[src/lpm_pkg.sv]
package lpm_pkg;

	// Power modes, one-hot
	typedef enum logic [8:0] {
		M_RUN     = 9'h001,
		M_LPRUN   = 9'h002,
		M_SLEEP   = 9'h004,
		M_LPSLEEP = 9'h008,
		M_STOP0   = 9'h010,
		M_STOP1   = 9'h020,
		M_STOP2   = 9'h040,
		M_STANDBY = 9'h080,
		M_SHUTDN  = 9'h100
	} lpm_mode_e;

	// Requested mode codes on the request port
	localparam logic [3:0] REQ_RUN     = 4'h0;
	localparam logic [3:0] REQ_LPRUN   = 4'h1;
	localparam logic [3:0] REQ_SLEEP   = 4'h2;
	localparam logic [3:0] REQ_LPSLEEP = 4'h3;
	localparam logic [3:0] REQ_STOP0   = 4'h4;
	localparam logic [3:0] REQ_STOP1   = 4'h5;
	localparam logic [3:0] REQ_STOP2   = 4'h6;
	localparam logic [3:0] REQ_STANDBY = 4'h7;
	localparam logic [3:0] REQ_SHUTDN  = 4'h8;

	// Pin hold encodings
	localparam logic [1:0] PULL_FLOAT = 2'h0;
	localparam logic [1:0] PULL_UP    = 2'h1;
	localparam logic [1:0] PULL_DOWN  = 2'h2;

	localparam int          NUM_PINS        = 16;
	localparam int          WAKE_LAT_CYC    = 9;
	localparam logic [3:0]  WAKE_LAT        = 4'(WAKE_LAT_CYC - 1);
	// Stop exit: regulator settles one cycle longer than this count before core release
	localparam logic [3:0]  STOP_RESTORE    = 4'h4;
	localparam logic [3:0]  CNT_ZERO        = 4'h0;

endpackage : lpm_pkg
[src/lpm_ctrl.sv]
`timescale 1ns/1ns
// Notes on behaviour
// Sleep modes halt the core; any interrupt or event resumes it after 9 cycles.
// Low-power run and sleep keep radio and random generator off, forbid PLL.
// Stop 0/1 keep radio, brownout, detector, RTC, watchdog, serial, two-wire, timers only.
// In stop 0/1, serial receiver wakes on start bit, address match or frame.
// In stop 0/1, two-wire address detector wakes on address match.
// Internal fast oscillator runs on stop-peripheral request, feeds only requesters, auto-off.
// External fast oscillator enabled whenever the radio needs transmit or receive.
// Standby keeps retention SRAM only when the retain bit is set.
// Standby and shutdown also wake from the two dedicated wake pins.
// Shutdown keeps only slow external oscillator and RTC; wakes on pins or RTC.
// Pin pull settings hold for the whole standby period.
// Pin pull settings hold in shutdown and are dropped at once on exit.
// Software stops radio before standby and reinitialises the radio processor after.
// Radio active limits depth to stop 2; no standby or shutdown then.
// Flash programming allowed only in run mode, refused in low-power run.
// Flash power-down allowed only with radio unused and code in SRAM; default off.
// In sleep modes the two SRAM banks' clocks gate independently.
// Stop exit restores the regulator before releasing the core; clocks return with the core.
module lpm_ctrl (
	// Clock, reset, enable
	input  wire logic                   CLK_SYS_I,
	input  wire logic                   RESET_N_I,
	input  wire logic                   CLK_EN_I,
	// Mode request from software
	input  wire logic                   MODE_REQ_I,
	input  wire logic [3:0]             MODE_SEL_I,
	input  wire logic                   SRAM_RETAIN_BIT_I,
	input  wire logic                   FLASH_PD_REQ_I,
	input  wire logic                   CODE_IN_SRAM_I,
	input  wire logic                   FLASH_PROG_REQ_I,
	input  wire logic                   FIRST_SRAM_GATE_I,
	input  wire logic                   SRAM2_GATE_I,
	input  wire logic                   PLL_SEL_I,
	input  wire logic [2*lpm_pkg::NUM_PINS-1:0] PIN_PULL_CFG_I,
	// Wake sources, radio status and fast oscillator requests
	input  wire logic                   IRQ_EVENT_I,
	input  wire logic                   RADIO_ACTIVE_I,
	input  wire logic                   RADIO_TXRX_REQ_I,
	input  wire logic                   STOP_WAKE_I,
	input  wire logic                   SERIAL_START_I,
	input  wire logic                   SERIAL_ADDR_I,
	input  wire logic                   SERIAL_FRAME_I,
	input  wire logic                   TWO_WIRE_ADDR_I,
	input  wire logic                   RTC_WAKE_I,
	input  wire logic                   BASIC_WAKE_I,
	input  wire logic                   WAKE_PIN_A_I,
	input  wire logic                   WAKE_PIN_B_I,
	input  wire logic [1:0]             FAST_OSC_REQ_I,
	// Status and controls
	output logic [8:0]                  MODE_O,
	output logic                        CORE_RUN_O,
	output logic                        MAIN_REGULATOR_O,
	output logic                        LOW_POWER_REGULATOR_O,
	output logic                        RADIO_AVAIL_O,
	output logic                        RNG_AVAIL_O,
	output logic                        PLL_ALLOWED_O,
	output logic                        STOP_PERIPH_RUN_O,
	output logic                        OTHER_PERIPH_RUN_O,
	output logic                        SERIAL_WAKE_O,
	output logic                        TWO_WIRE_WAKE_O,
	output logic                        INTERNAL_FAST_OSC_O,
	output logic [1:0]                  FAST_OSC_GRANT_O,
	output logic                        EXTERNAL_FAST_OSC_O,
	output logic                        EXTERNAL_SLOW_OSC_O,
	output logic                        INTERNAL_SLOW_OSC_O,
	output logic                        FLASH_ON_O,
	output logic                        FLASH_PROG_OK_O,
	output logic                        FLASH_PROG_REJ_O,
	output logic                        FIRST_SRAM_PWR_O,
	output logic                        RETENTION_SRAM_PWR_O,
	output logic                        SECOND_SRAM_UPPER_PWR_O,
	output logic                        FIRST_SRAM_CLK_O,
	output logic                        SRAM2_CLK_O,
	output logic                        PIN_HOLD_O,
	output logic [2*lpm_pkg::NUM_PINS-1:0] PIN_PULL_O,
	output logic                        REQ_REFUSED_O,
	output logic                        RADIO_REINIT_O
);

	typedef struct packed {
		lpm_pkg::lpm_mode_e                 mode;
		lpm_pkg::lpm_mode_e                 back;
		logic [3:0]                         cnt;
		logic                               waking;
		logic                               retain;
		logic                               hold;
		logic [2*lpm_pkg::NUM_PINS-1:0]     pull;
		logic                               refused;
		logic                               prog_ok;
		logic                               prog_rej;
		logic                               reinit;
	} lpm_state_s;

	lpm_state_s st;
	lpm_state_s next_st;

	logic is_sleep;
	logic is_lp;
	logic is_stop01;
	logic is_stop;
	logic wake_stop;
	logic wake_deep;

	assign is_sleep  = st.mode inside {lpm_pkg::M_SLEEP, lpm_pkg::M_LPSLEEP};
	assign is_lp     = st.mode inside {lpm_pkg::M_LPRUN, lpm_pkg::M_LPSLEEP};
	assign is_stop01 = st.mode inside {lpm_pkg::M_STOP0, lpm_pkg::M_STOP1};
	assign is_stop   = is_stop01 || st.mode == lpm_pkg::M_STOP2;
	// Stop 2 has no serial or two-wire wake
	assign wake_stop = STOP_WAKE_I || BASIC_WAKE_I || RTC_WAKE_I ||
		(is_stop01 && (SERIAL_WAKE_O || TWO_WIRE_WAKE_O));
	assign wake_deep = WAKE_PIN_A_I || WAKE_PIN_B_I || RTC_WAKE_I ||
		(st.mode == lpm_pkg::M_STANDBY && BASIC_WAKE_I);

	always_comb begin
		next_st          = st;
		next_st.refused  = 1'b0;
		next_st.prog_ok  = FLASH_PROG_REQ_I && st.mode == lpm_pkg::M_RUN && !st.waking;
		next_st.prog_rej = FLASH_PROG_REQ_I && !next_st.prog_ok;
		if (st.waking) begin
			if (st.cnt == lpm_pkg::CNT_ZERO) begin
				next_st.waking = 1'b0;
				next_st.mode   = st.back;
			end else begin
				next_st.cnt = st.cnt - 4'h1;
			end
		end else begin
			unique case (st.mode)
				lpm_pkg::M_SLEEP, lpm_pkg::M_LPSLEEP: begin
					if (IRQ_EVENT_I) begin
						next_st.waking = 1'b1;
						next_st.cnt    = lpm_pkg::WAKE_LAT - 4'h1;
					end
				end
				lpm_pkg::M_STOP0, lpm_pkg::M_STOP1, lpm_pkg::M_STOP2: begin
					if (wake_stop) begin
						next_st.waking = 1'b1;
						next_st.back   = lpm_pkg::M_RUN;
						next_st.cnt    = lpm_pkg::STOP_RESTORE;
					end
				end
				lpm_pkg::M_STANDBY, lpm_pkg::M_SHUTDN: begin
					if (wake_deep) begin
						next_st.mode   = lpm_pkg::M_RUN;
						next_st.hold   = 1'b0;
						next_st.reinit = st.mode == lpm_pkg::M_STANDBY;
					end
				end
				default: begin
					if (MODE_REQ_I) begin
						next_st.back   = st.mode;
						next_st.reinit = 1'b0;
						unique case (MODE_SEL_I)
							lpm_pkg::REQ_RUN:     next_st.mode = lpm_pkg::M_RUN;
							lpm_pkg::REQ_LPRUN:   next_st.mode = lpm_pkg::M_LPRUN;
							lpm_pkg::REQ_SLEEP:   next_st.mode = lpm_pkg::M_SLEEP;
							lpm_pkg::REQ_LPSLEEP: next_st.mode = lpm_pkg::M_LPSLEEP;
							lpm_pkg::REQ_STOP0:   next_st.mode = lpm_pkg::M_STOP0;
							lpm_pkg::REQ_STOP1:   next_st.mode = lpm_pkg::M_STOP1;
							lpm_pkg::REQ_STOP2:   next_st.mode = lpm_pkg::M_STOP2;
							lpm_pkg::REQ_STANDBY, lpm_pkg::REQ_SHUTDN: begin
								if (RADIO_ACTIVE_I) begin
									next_st.refused = 1'b1;
								end else begin
									next_st.mode   = (MODE_SEL_I == lpm_pkg::REQ_STANDBY) ?
										lpm_pkg::M_STANDBY : lpm_pkg::M_SHUTDN;
									next_st.retain = SRAM_RETAIN_BIT_I;
									next_st.hold   = 1'b1;
									next_st.pull   = PIN_PULL_CFG_I;
								end
							end
							default: next_st.refused = 1'b1;
						endcase
						// Sleep returns to run, low-power sleep to low-power run
						if (next_st.mode == lpm_pkg::M_SLEEP) begin
							next_st.back = lpm_pkg::M_RUN;
						end
						if (next_st.mode == lpm_pkg::M_LPSLEEP) begin
							next_st.back = lpm_pkg::M_LPRUN;
						end
					end
				end
			endcase
		end
	end

	always_ff @(posedge CLK_SYS_I or negedge RESET_N_I) begin
		if (!RESET_N_I) begin
			st      <= '0;
			st.mode <= lpm_pkg::M_RUN;
			st.back <= lpm_pkg::M_RUN;
		end else if (CLK_EN_I) begin
			st <= next_st;
		end
	end

	// Mode-derived controls
	assign MODE_O                = st.mode;
	assign CORE_RUN_O            = st.mode inside {lpm_pkg::M_RUN, lpm_pkg::M_LPRUN};
	assign MAIN_REGULATOR_O      = st.mode inside {lpm_pkg::M_RUN, lpm_pkg::M_SLEEP, lpm_pkg::M_STOP0} || st.waking;
	assign LOW_POWER_REGULATOR_O = !MAIN_REGULATOR_O && st.mode != lpm_pkg::M_SHUTDN;
	assign RADIO_AVAIL_O         = !is_lp && st.mode inside {lpm_pkg::M_RUN, lpm_pkg::M_SLEEP,
		lpm_pkg::M_STOP0, lpm_pkg::M_STOP1, lpm_pkg::M_STOP2};
	assign RNG_AVAIL_O           = st.mode inside {lpm_pkg::M_RUN, lpm_pkg::M_SLEEP};
	assign PLL_ALLOWED_O         = PLL_SEL_I && !is_lp && !is_stop && st.mode inside
		{lpm_pkg::M_RUN, lpm_pkg::M_SLEEP};
	assign STOP_PERIPH_RUN_O     = st.mode != lpm_pkg::M_SHUTDN;
	assign OTHER_PERIPH_RUN_O    = st.mode inside {lpm_pkg::M_RUN, lpm_pkg::M_LPRUN,
		lpm_pkg::M_SLEEP, lpm_pkg::M_LPSLEEP};
	assign SERIAL_WAKE_O         = is_stop01 && (SERIAL_START_I || SERIAL_ADDR_I || SERIAL_FRAME_I);
	assign TWO_WIRE_WAKE_O       = is_stop01 && TWO_WIRE_ADDR_I;
	assign FAST_OSC_GRANT_O      = is_stop01 ? FAST_OSC_REQ_I : 2'h0;
	assign INTERNAL_FAST_OSC_O   = |FAST_OSC_GRANT_O || !(is_stop || st.mode inside
		{lpm_pkg::M_STANDBY, lpm_pkg::M_SHUTDN});
	assign EXTERNAL_FAST_OSC_O   = RADIO_TXRX_REQ_I && RADIO_AVAIL_O;
	assign EXTERNAL_SLOW_OSC_O   = 1'b1;
	assign INTERNAL_SLOW_OSC_O   = st.mode != lpm_pkg::M_SHUTDN;
	assign FLASH_ON_O            = OTHER_PERIPH_RUN_O &&
		!(FLASH_PD_REQ_I && CODE_IN_SRAM_I && !RADIO_ACTIVE_I);
	assign FLASH_PROG_OK_O       = st.prog_ok;
	assign FLASH_PROG_REJ_O      = st.prog_rej;
	assign FIRST_SRAM_PWR_O      = !(st.mode inside {lpm_pkg::M_STANDBY, lpm_pkg::M_SHUTDN});
	assign SECOND_SRAM_UPPER_PWR_O = FIRST_SRAM_PWR_O;
	assign RETENTION_SRAM_PWR_O  = FIRST_SRAM_PWR_O || (st.mode == lpm_pkg::M_STANDBY && st.retain);
	assign FIRST_SRAM_CLK_O           = OTHER_PERIPH_RUN_O && !(is_sleep && FIRST_SRAM_GATE_I);
	assign SRAM2_CLK_O           = OTHER_PERIPH_RUN_O && !(is_sleep && SRAM2_GATE_I);
	assign PIN_HOLD_O            = st.hold;
	assign PIN_PULL_O            = st.hold ? st.pull : '0;
	assign REQ_REFUSED_O         = st.refused;
	assign RADIO_REINIT_O        = st.reinit;

endmodule : lpm_ctrl

[config.mk]
export PLATFORM = sky130hd
export DESIGN_NAME = lpm_ctrl
export DESIGN_NICKNAME = d
export VERILOG_FILES = /design/src/lpm_pkg.sv /design/src/lpm_ctrl.sv
export SDC_FILE = /design/constraint.sdc
export NUM_CORES = 1
export LEC_CHECK = 0
export BUFFER_PORTS_ARGS = -buffer_cell sky130_fd_sc_hd__buf_2
export CORE_MARGIN = 5
export CORE_UTILIZATION = 51
export CTS_CLUSTER_SIZE = 30
export DETAILED_ROUTE_END_ITERATION = 8
export PLACE_DENSITY = 0.8
export SYNTH_ARGS = -nofsm -noshare
export SYNTH_HDL_FRONTEND = slang
export SYNTH_SLANG_ARGS = --single-unit
[constraint.sdc]
create_clock -name CLK_SYS_I -period 2.6 [get_ports CLK_SYS_I]
set_input_delay 0.26 -clock CLK_SYS_I [delete_from_list [all_inputs] [get_ports CLK_SYS_I]]
set_output_delay 0.26 -clock CLK_SYS_I [all_outputs]
set_load 0.02 [all_outputs]
Yosys cells after proc, flatten, opt, wreduce, memory -nomap -nowiden
Index checks and enable logic that the tools add are counted.
{"block": "totals", "register_bits": 61, "output_inout_bits": 68, "word_cells": 157, "in_bits": 61}
{"block": "classes", "n_reduce_logical": 77, "n_eq_ne": 29, "n_addsub": 1, "n_mux": 34, "n_bitwise": 5}
{"op": "9-bit two-way mux", "count": 10}
{"op": "9-bit case mux with 8 select lines", "count": 1}
{"op": "33-bit two-way mux", "count": 2}
{"op": "9-bit case mux with 2 select lines", "count": 2}
{"op": "34-bit two-way mux", "count": 1}
{"op": "32-bit two-way mux", "count": 1}
{"op": "1-bit logical AND", "count": 21}
{"op": "5-bit AND reduction", "count": 4}
{"op": "9-bit by 3-bit equality test with 1-bit output (second input constant)", "count": 2}
{"op": "9-bit by 4-bit equality test with 1-bit output (second input constant)", "count": 2}
{"op": "18-bit two-way mux", "count": 1}
{"op": "2-bit nonzero test", "count": 9}
{"op": "4-bit by 3-bit equality test with 1-bit output (second input constant)", "count": 4}
{"op": "1-bit logical OR", "count": 14}
{"op": "14-bit two-way mux", "count": 1}
{"op": "7-bit OR reduction", "count": 2}
{"op": "1-bit zero test", "count": 11}
{"op": "5-bit two-way mux", "count": 2}
{"op": "5-bit case mux with 2 select lines", "count": 1}
{"op": "9-bit by 1-bit equality test with 1-bit output (second input constant)", "count": 1}
{"op": "9-bit by 2-bit equality test with 1-bit output (second input constant)", "count": 1}
{"op": "9-bit by 5-bit equality test with 1-bit output (second input constant)", "count": 1}
{"op": "9-bit by 6-bit equality test with 1-bit output (second input constant)", "count": 1}
{"op": "9-bit by 7-bit equality test with 1-bit output (second input constant)", "count": 1}
{"op": "other kinds (25)", "count": 50}

Logic depth before layout (Yosys ltp)
{"block": "logic_depth", "word_depth": 13, "depth_mapped": 9, "ltp_nobuf": 8}

Worst setup path before layout
No wires, ideal clock.
{"block": "synth_path", "path_type": "reg2out", "startpoint": "register st, in the netlist MODE_O[4]", "endpoint": "output EXTERNAL_FAST_OSC_O", "arrival_time_ps": 2473, "required_ps": 2340, "stages_incl_launch_ff": 8, "path_slack_ps": -133, "path_buffers": 2, "cell_sequence": "dfrtp_1 buf_6 or3_1 buf_2 or2_2 nor3_1 or2_2 and2_1"}
{"block": "synth_between", "elab_chain_cells": 5, "word_cells_on_any_way": 12, "cone_classes": "7 x eq/ne; 5 x reduce/logical"}
{"element": "start, declared", "line": "lpm_ctrl.sv:96", "source": "lpm_state_s st;"}
{"element": "start signal, assigned", "line": "lpm_ctrl.sv:194", "source": "st <= next_st;"}
{"element": "9-bit by 2-bit equality test with 1-bit output or 9-bit by 4-bit equality test with 1-bit output (tied branches)", "line": "lpm_ctrl.sv:107", "source": "assign is_lp = st.mode inside {lpm_pkg::M_LPRUN, lpm_pkg::M_LPSLEEP};"}
{"element": "2-bit nonzero test", "line": "lpm_ctrl.sv:107"}
{"element": "1-bit zero test", "line": "lpm_ctrl.sv:203", "source": "assign RADIO_AVAIL_O = !is_lp && st.mode inside {lpm_pkg::M_RUN, lpm_pkg::M_SLEEP,"}
{"element": "1-bit logical AND (*)", "line": "lpm_ctrl.sv:203"}
{"element": "net RADIO_AVAIL_O", "line": "lpm_ctrl.sv:56", "source": "output logic RADIO_AVAIL_O,"}
{"element": "1-bit logical AND (*)", "line": "lpm_ctrl.sv:216", "source": "assign EXTERNAL_FAST_OSC_O = RADIO_TXRX_REQ_I && RADIO_AVAIL_O;"}
{"element": "end, declared", "line": "lpm_ctrl.sv:65", "source": "output logic EXTERNAL_FAST_OSC_O,"}
Mark *: on every way through the listed nets, which the timed path passes. The rest lies on a longest branch.

Worst setup path in the final report
{"block": "layout_path", "startpoint": "register st, in the netlist MODE_O[2]", "endpoint": "output SRAM2_CLK_O"}
{"block": "layout_between", "elab_chain_cells": 5, "word_cells_on_any_way": 9, "cone_classes": "4 x eq/ne; 5 x reduce/logical"}
{"element": "9-bit by 3-bit equality test with 1-bit output or 9-bit by 4-bit equality test with 1-bit output (tied branches)", "line": "lpm_ctrl.sv:106, lpm_ctrl.sv:209"}
{"element": "2-bit nonzero test", "line": "lpm_ctrl.sv:106", "source": "assign is_sleep = st.mode inside {lpm_pkg::M_SLEEP, lpm_pkg::M_LPSLEEP};"}
{"element": "1-bit logical AND", "line": "lpm_ctrl.sv:227", "source": "assign SRAM2_CLK_O = OTHER_PERIPH_RUN_O && !(is_sleep && SRAM2_GATE_I);"}
{"element": "1-bit zero test", "line": "lpm_ctrl.sv:227"}
{"element": "1-bit logical AND (*)", "line": "lpm_ctrl.sv:227"}
{"element": "end, declared", "line": "lpm_ctrl.sv:75", "source": "output logic SRAM2_CLK_O,"}
Every way passes the cells marked *; elsewhere a longest branch is shown, timed or not.

==> results by group <==
Global route
  • First-pass GRT wire length: 15800 um
  • Gr ovfl total: 0
  • Largest net degree at the start of global routing: 62
  • Initial antenna violation count: 0
  • Vias in the first global route: 3223
  • Total track usage: 22.4%

Power and ir drop
  • Maximum vdd drop: 0.812 mV
  • Sw Share: 44.8%
  • Psw: 0.00265 W
  • Leakage: 2.30 nW
  • Gate power share: 57.5%
  • Flop pwr share: 28.1%
  • PD cells: 1260 mW/mm^2
  • Int Power: 0.00327 W
  • Clock power share: 14.3%

Clocking
  • TritonCTS clock tree: built
  • CTS max path bufs: 2
  • Clk Latency, worst-skew pair: 0.34 ns
  • Htree depth: 3
  • Root Driver: clkbuf_8
  • Cts bufs inserted: 9
  • CTS sink count: 61
  • CTS clk-pin slew, worst paths: 0.07 ns

Timing
  • Crit path time final: 2.51 ns
  • Worst hold slack: 0.0655 ns
  • Final worst slack: 0.0876 ns
  • Setup TNS: 0 ns
  • Setup violators final: 0
  • Fmax: 398 MHz
  • Clock Skew: 0.00656 ns
  • Hold Vio Cnt, Final: 0
  • Worst-margin pin slew: 0.808 ns
  • Pins Over Slew Limit: 0
  • Fin crit share: 96.6%
  • Rel. slew slack: 46.1%

Synthesis
  • Sequential fraction of the synthesis area: 40.7%
  • Post-Syn Nets: 438
  • Async set-reset flop share out of synthesis: 100%
  • Yosys warnings: 0
  • Cell Area, Synth: 0.00375 sq mm
  • Top_reg_cell synth: dfrtp_1
  • Synth Instances: 375
  • Mean post-synth cell area: 10.0 sq um
  • Number of flops mapped to enable cells by yosys: 0
  • Register bit total from synthesis: 61
  • Distinct cell type count after synthesis: 66

Floorplanning
  • IO Pins: 129
  • Starting Density: 52.0%
  • DIE WIDTH: 95.8 um
  • Core Rows: 31
  • DIE AREA: 0.00918 sq mm
  • Core Area: 0.00721 sq mm
  • Die span in y: 95.8 um

Cells and area
  • Share of cells above drive strength 1: 46.3%
  • Commonest non-fill, non-tap cell in the layout: buf_2
  • Commonest cells after routing, fill and taps aside: buf_2 (125), dfrtp_1 (54), and2_1 (38)
  • Final nets: 555
  • Fill cells: 592
  • Diodes inserted: 0
  • Area delta synth->final: 24.9%

Worst setup path
  • Critical Path Sink Type: primary output
  • Critical Path RT: 2.34 ns
  • Crit-path max FO: 7
  • WP data arrival: 2.25 ns
  • Critical Path Start Type: flop
  • Kind of critical path: reg -> out

Job
  • Max Cap Violations: 0

Placement
  • Dpl hpwl: 7590 um
  • Placement Setup Slack: 0.127 ns
  • Placer's final routability congestion estimate: 0.970
  • IO Port Bufs: 127

Drt
  • Vias: 3295
  • Residual DRC count: 0
  • Routed Antenna Nets: 0
  • Router iterations before antenna repair: 5
  • DR vias/cell: 5.53
  • DRT iter0 DRCs: 264
  • Avg WL per Cell: 16.9 um
  • Post-Route WL: 10100 um

Min path
  • Worst Hold Class: in -> async

Outcome
  • Status: complete, no violations
[cells in the mapped netlist, types with 2 or more instances]
| master | n | area, sq um |
|---|---|---|
| mux2_2 | 31 | 349 |
| mux2_1 | 7 | 78.8 |
| nor4_1 | 7 | 43.8 |
| nand2b_1 | 6 | 37.5 |
| mux2i_1 | 5 | 50.1 |
| buf_4 | 13 | 97.6 |
| xnor2_1 | 7 | 61.3 |
| or4_1 | 2 | 15.0 |
| dfrtp_1 | 59 | 1480 |
| o211ai_1 | 4 | 30.0 |
| or3b_2 | 2 | 17.5 |
| mux2_4 | 5 | 75.1 |
| clkbuf_1 | 12 | 45.0 |
| o31a_1 | 2 | 17.5 |
| and3_1 | 2 | 12.5 |
| a22o_1 | 2 | 17.5 |
| dfstp_2 | 2 | 52.6 |
| nor2b_1 | 4 | 25.0 |
| o21ai_0 | 18 | 90.1 |
| nor3_1 | 9 | 45.0 |
| and2_1 | 38 | 238 |
| a31oi_1 | 2 | 12.5 |
| o31ai_1 | 6 | 45.0 |
| nor2_1 | 15 | 56.3 |
| a21oi_1 | 11 | 55.1 |
| buf_6 | 4 | 45.0 |
| or2_2 | 4 | 25.0 |
| or3_1 | 6 | 37.5 |
| a32o_1 | 6 | 60.1 |
| nand3_1 | 7 | 35.0 |
| buf_2 | 11 | 55.1 |
| nor4b_1 | 2 | 17.5 |
| inv_1 | 12 | 45.0 |
| nor3b_1 | 2 | 15.0 |
| nand2_1 | 18 | 67.6 |
| ha_1 | 2 | 25.0 |
[cell type report]
class                           instances  area, sq um  share of cell area (%)
Multi-Input combinational cell        261         1990                    42.4
Sequential cell                        61         1540                    32.7
Timing Repair Buffer                  146          796                    17.0
Clock buffer                            9          124                    2.64
Tap cell                               99          124                    2.64
Clock inverter                          7         75.1                    1.60
Inverter                               13         48.8                    1.04
[registers in the layout, indices dropped and copies added, names as in the netlist]
| register | cells |
|---|---|
| MODE_O | 9 |
| REQ_REFUSED_O | 1 |
| FLASH_PROG_REJ_O | 1 |
| FLASH_PROG_OK_O | 1 |
| PIN_HOLD_O | 1 |
| RADIO_REINIT_O | 1 |
| st | 47 |
[cells by family after synthesis]
logic type      share of synthesized area, %
fa+ha+maj                              0.666
xor+xnor                                1.87
compound gates                          12.8
buf+inv                                 7.76
mux                                     14.7
flops                                   40.7
other cells                           0.0999
simple gates                            21.4
[path summary, 6_finish.rpt]
| path | depth (start not counted) | from | endpoint | slack (ns) |
|---|---|---|---|---|
| worst max register to register | 8 | MODE_O[2] | MODE_O[2] | 0.18 |
| worst min-delay path | 2 | RESET_N_I | st[45] | 0.07 |
| worst max-delay path | 6 | MODE_O[2] | SRAM2_CLK_O | 0.09 |
| max in group asynchronous | 2 | RESET_N_I | MODE_O[1] | 1.99 |
| worst min register to register | 1 | FLASH_PROG_OK_O | FLASH_PROG_OK_O | 0.49 |
| min in group CLK_SYS_I | 2 | PIN_PULL_CFG_I[17] | st[21] | 0.14 |
[power by group through the flow]
stage | clock network [W] | logic, W | registers, W
after detailed placement | 0 | 0.00325 | 0.00167
after global routing | 0.000915 | 0.00367 | 0.00172
after CTS | 0.000873 | 0.00331 | 0.00166
after global placement | 0 | 0.00319 | 0.00164
after floorplan | 0 | 0.00241 | 0.00155
final | 0.000850 | 0.00341 | 0.00167
[through the flow]
stage,utilization [%],total power [W],cells,instance area [sq um]
final,65.0,0.00592,596,4690
after global routing,65.0,0.00631,596,4690
after CTS,64.1,0.00585,592,4620
after detailed placement,61.1,0.00492,576,4410
after global placement,61.1,0.00483,576,4410
after floorplan,-,0.00396,375,3760
[worst max-delay path, stage by stage, from the launching register on]
cell and delay [ns]:
dfrtp_2 0.46, or2_2 0.36, a211oi_2 0.22, a21oi_1 0.06
or4_4 0.46, a21oi_1 0.18, buf_4 0.17
[per-layer routing]
layer / part of all wire, % / track usage, % / wire, um / vias to the layer above
li1: - / - / - / 1554
met1: 40 / 29.6 / 4030 / 1571
met2: 49 / 35.7 / 4940 / 148
met3: 8.7 / 5.16 / 874 / 22
met4: 2.1 / 8.53 / 216 / 0
met5: 0 / 0 / 0 / -
[what timing repair did]
item	4_1_cts	5_1_grt
pin swaps	0	2
setup endpoints to repair	8	13
hold buffers	0	0
setup buffers	0	4
gates resized for setup	5	10
Power figures use the tool's default switching activity.
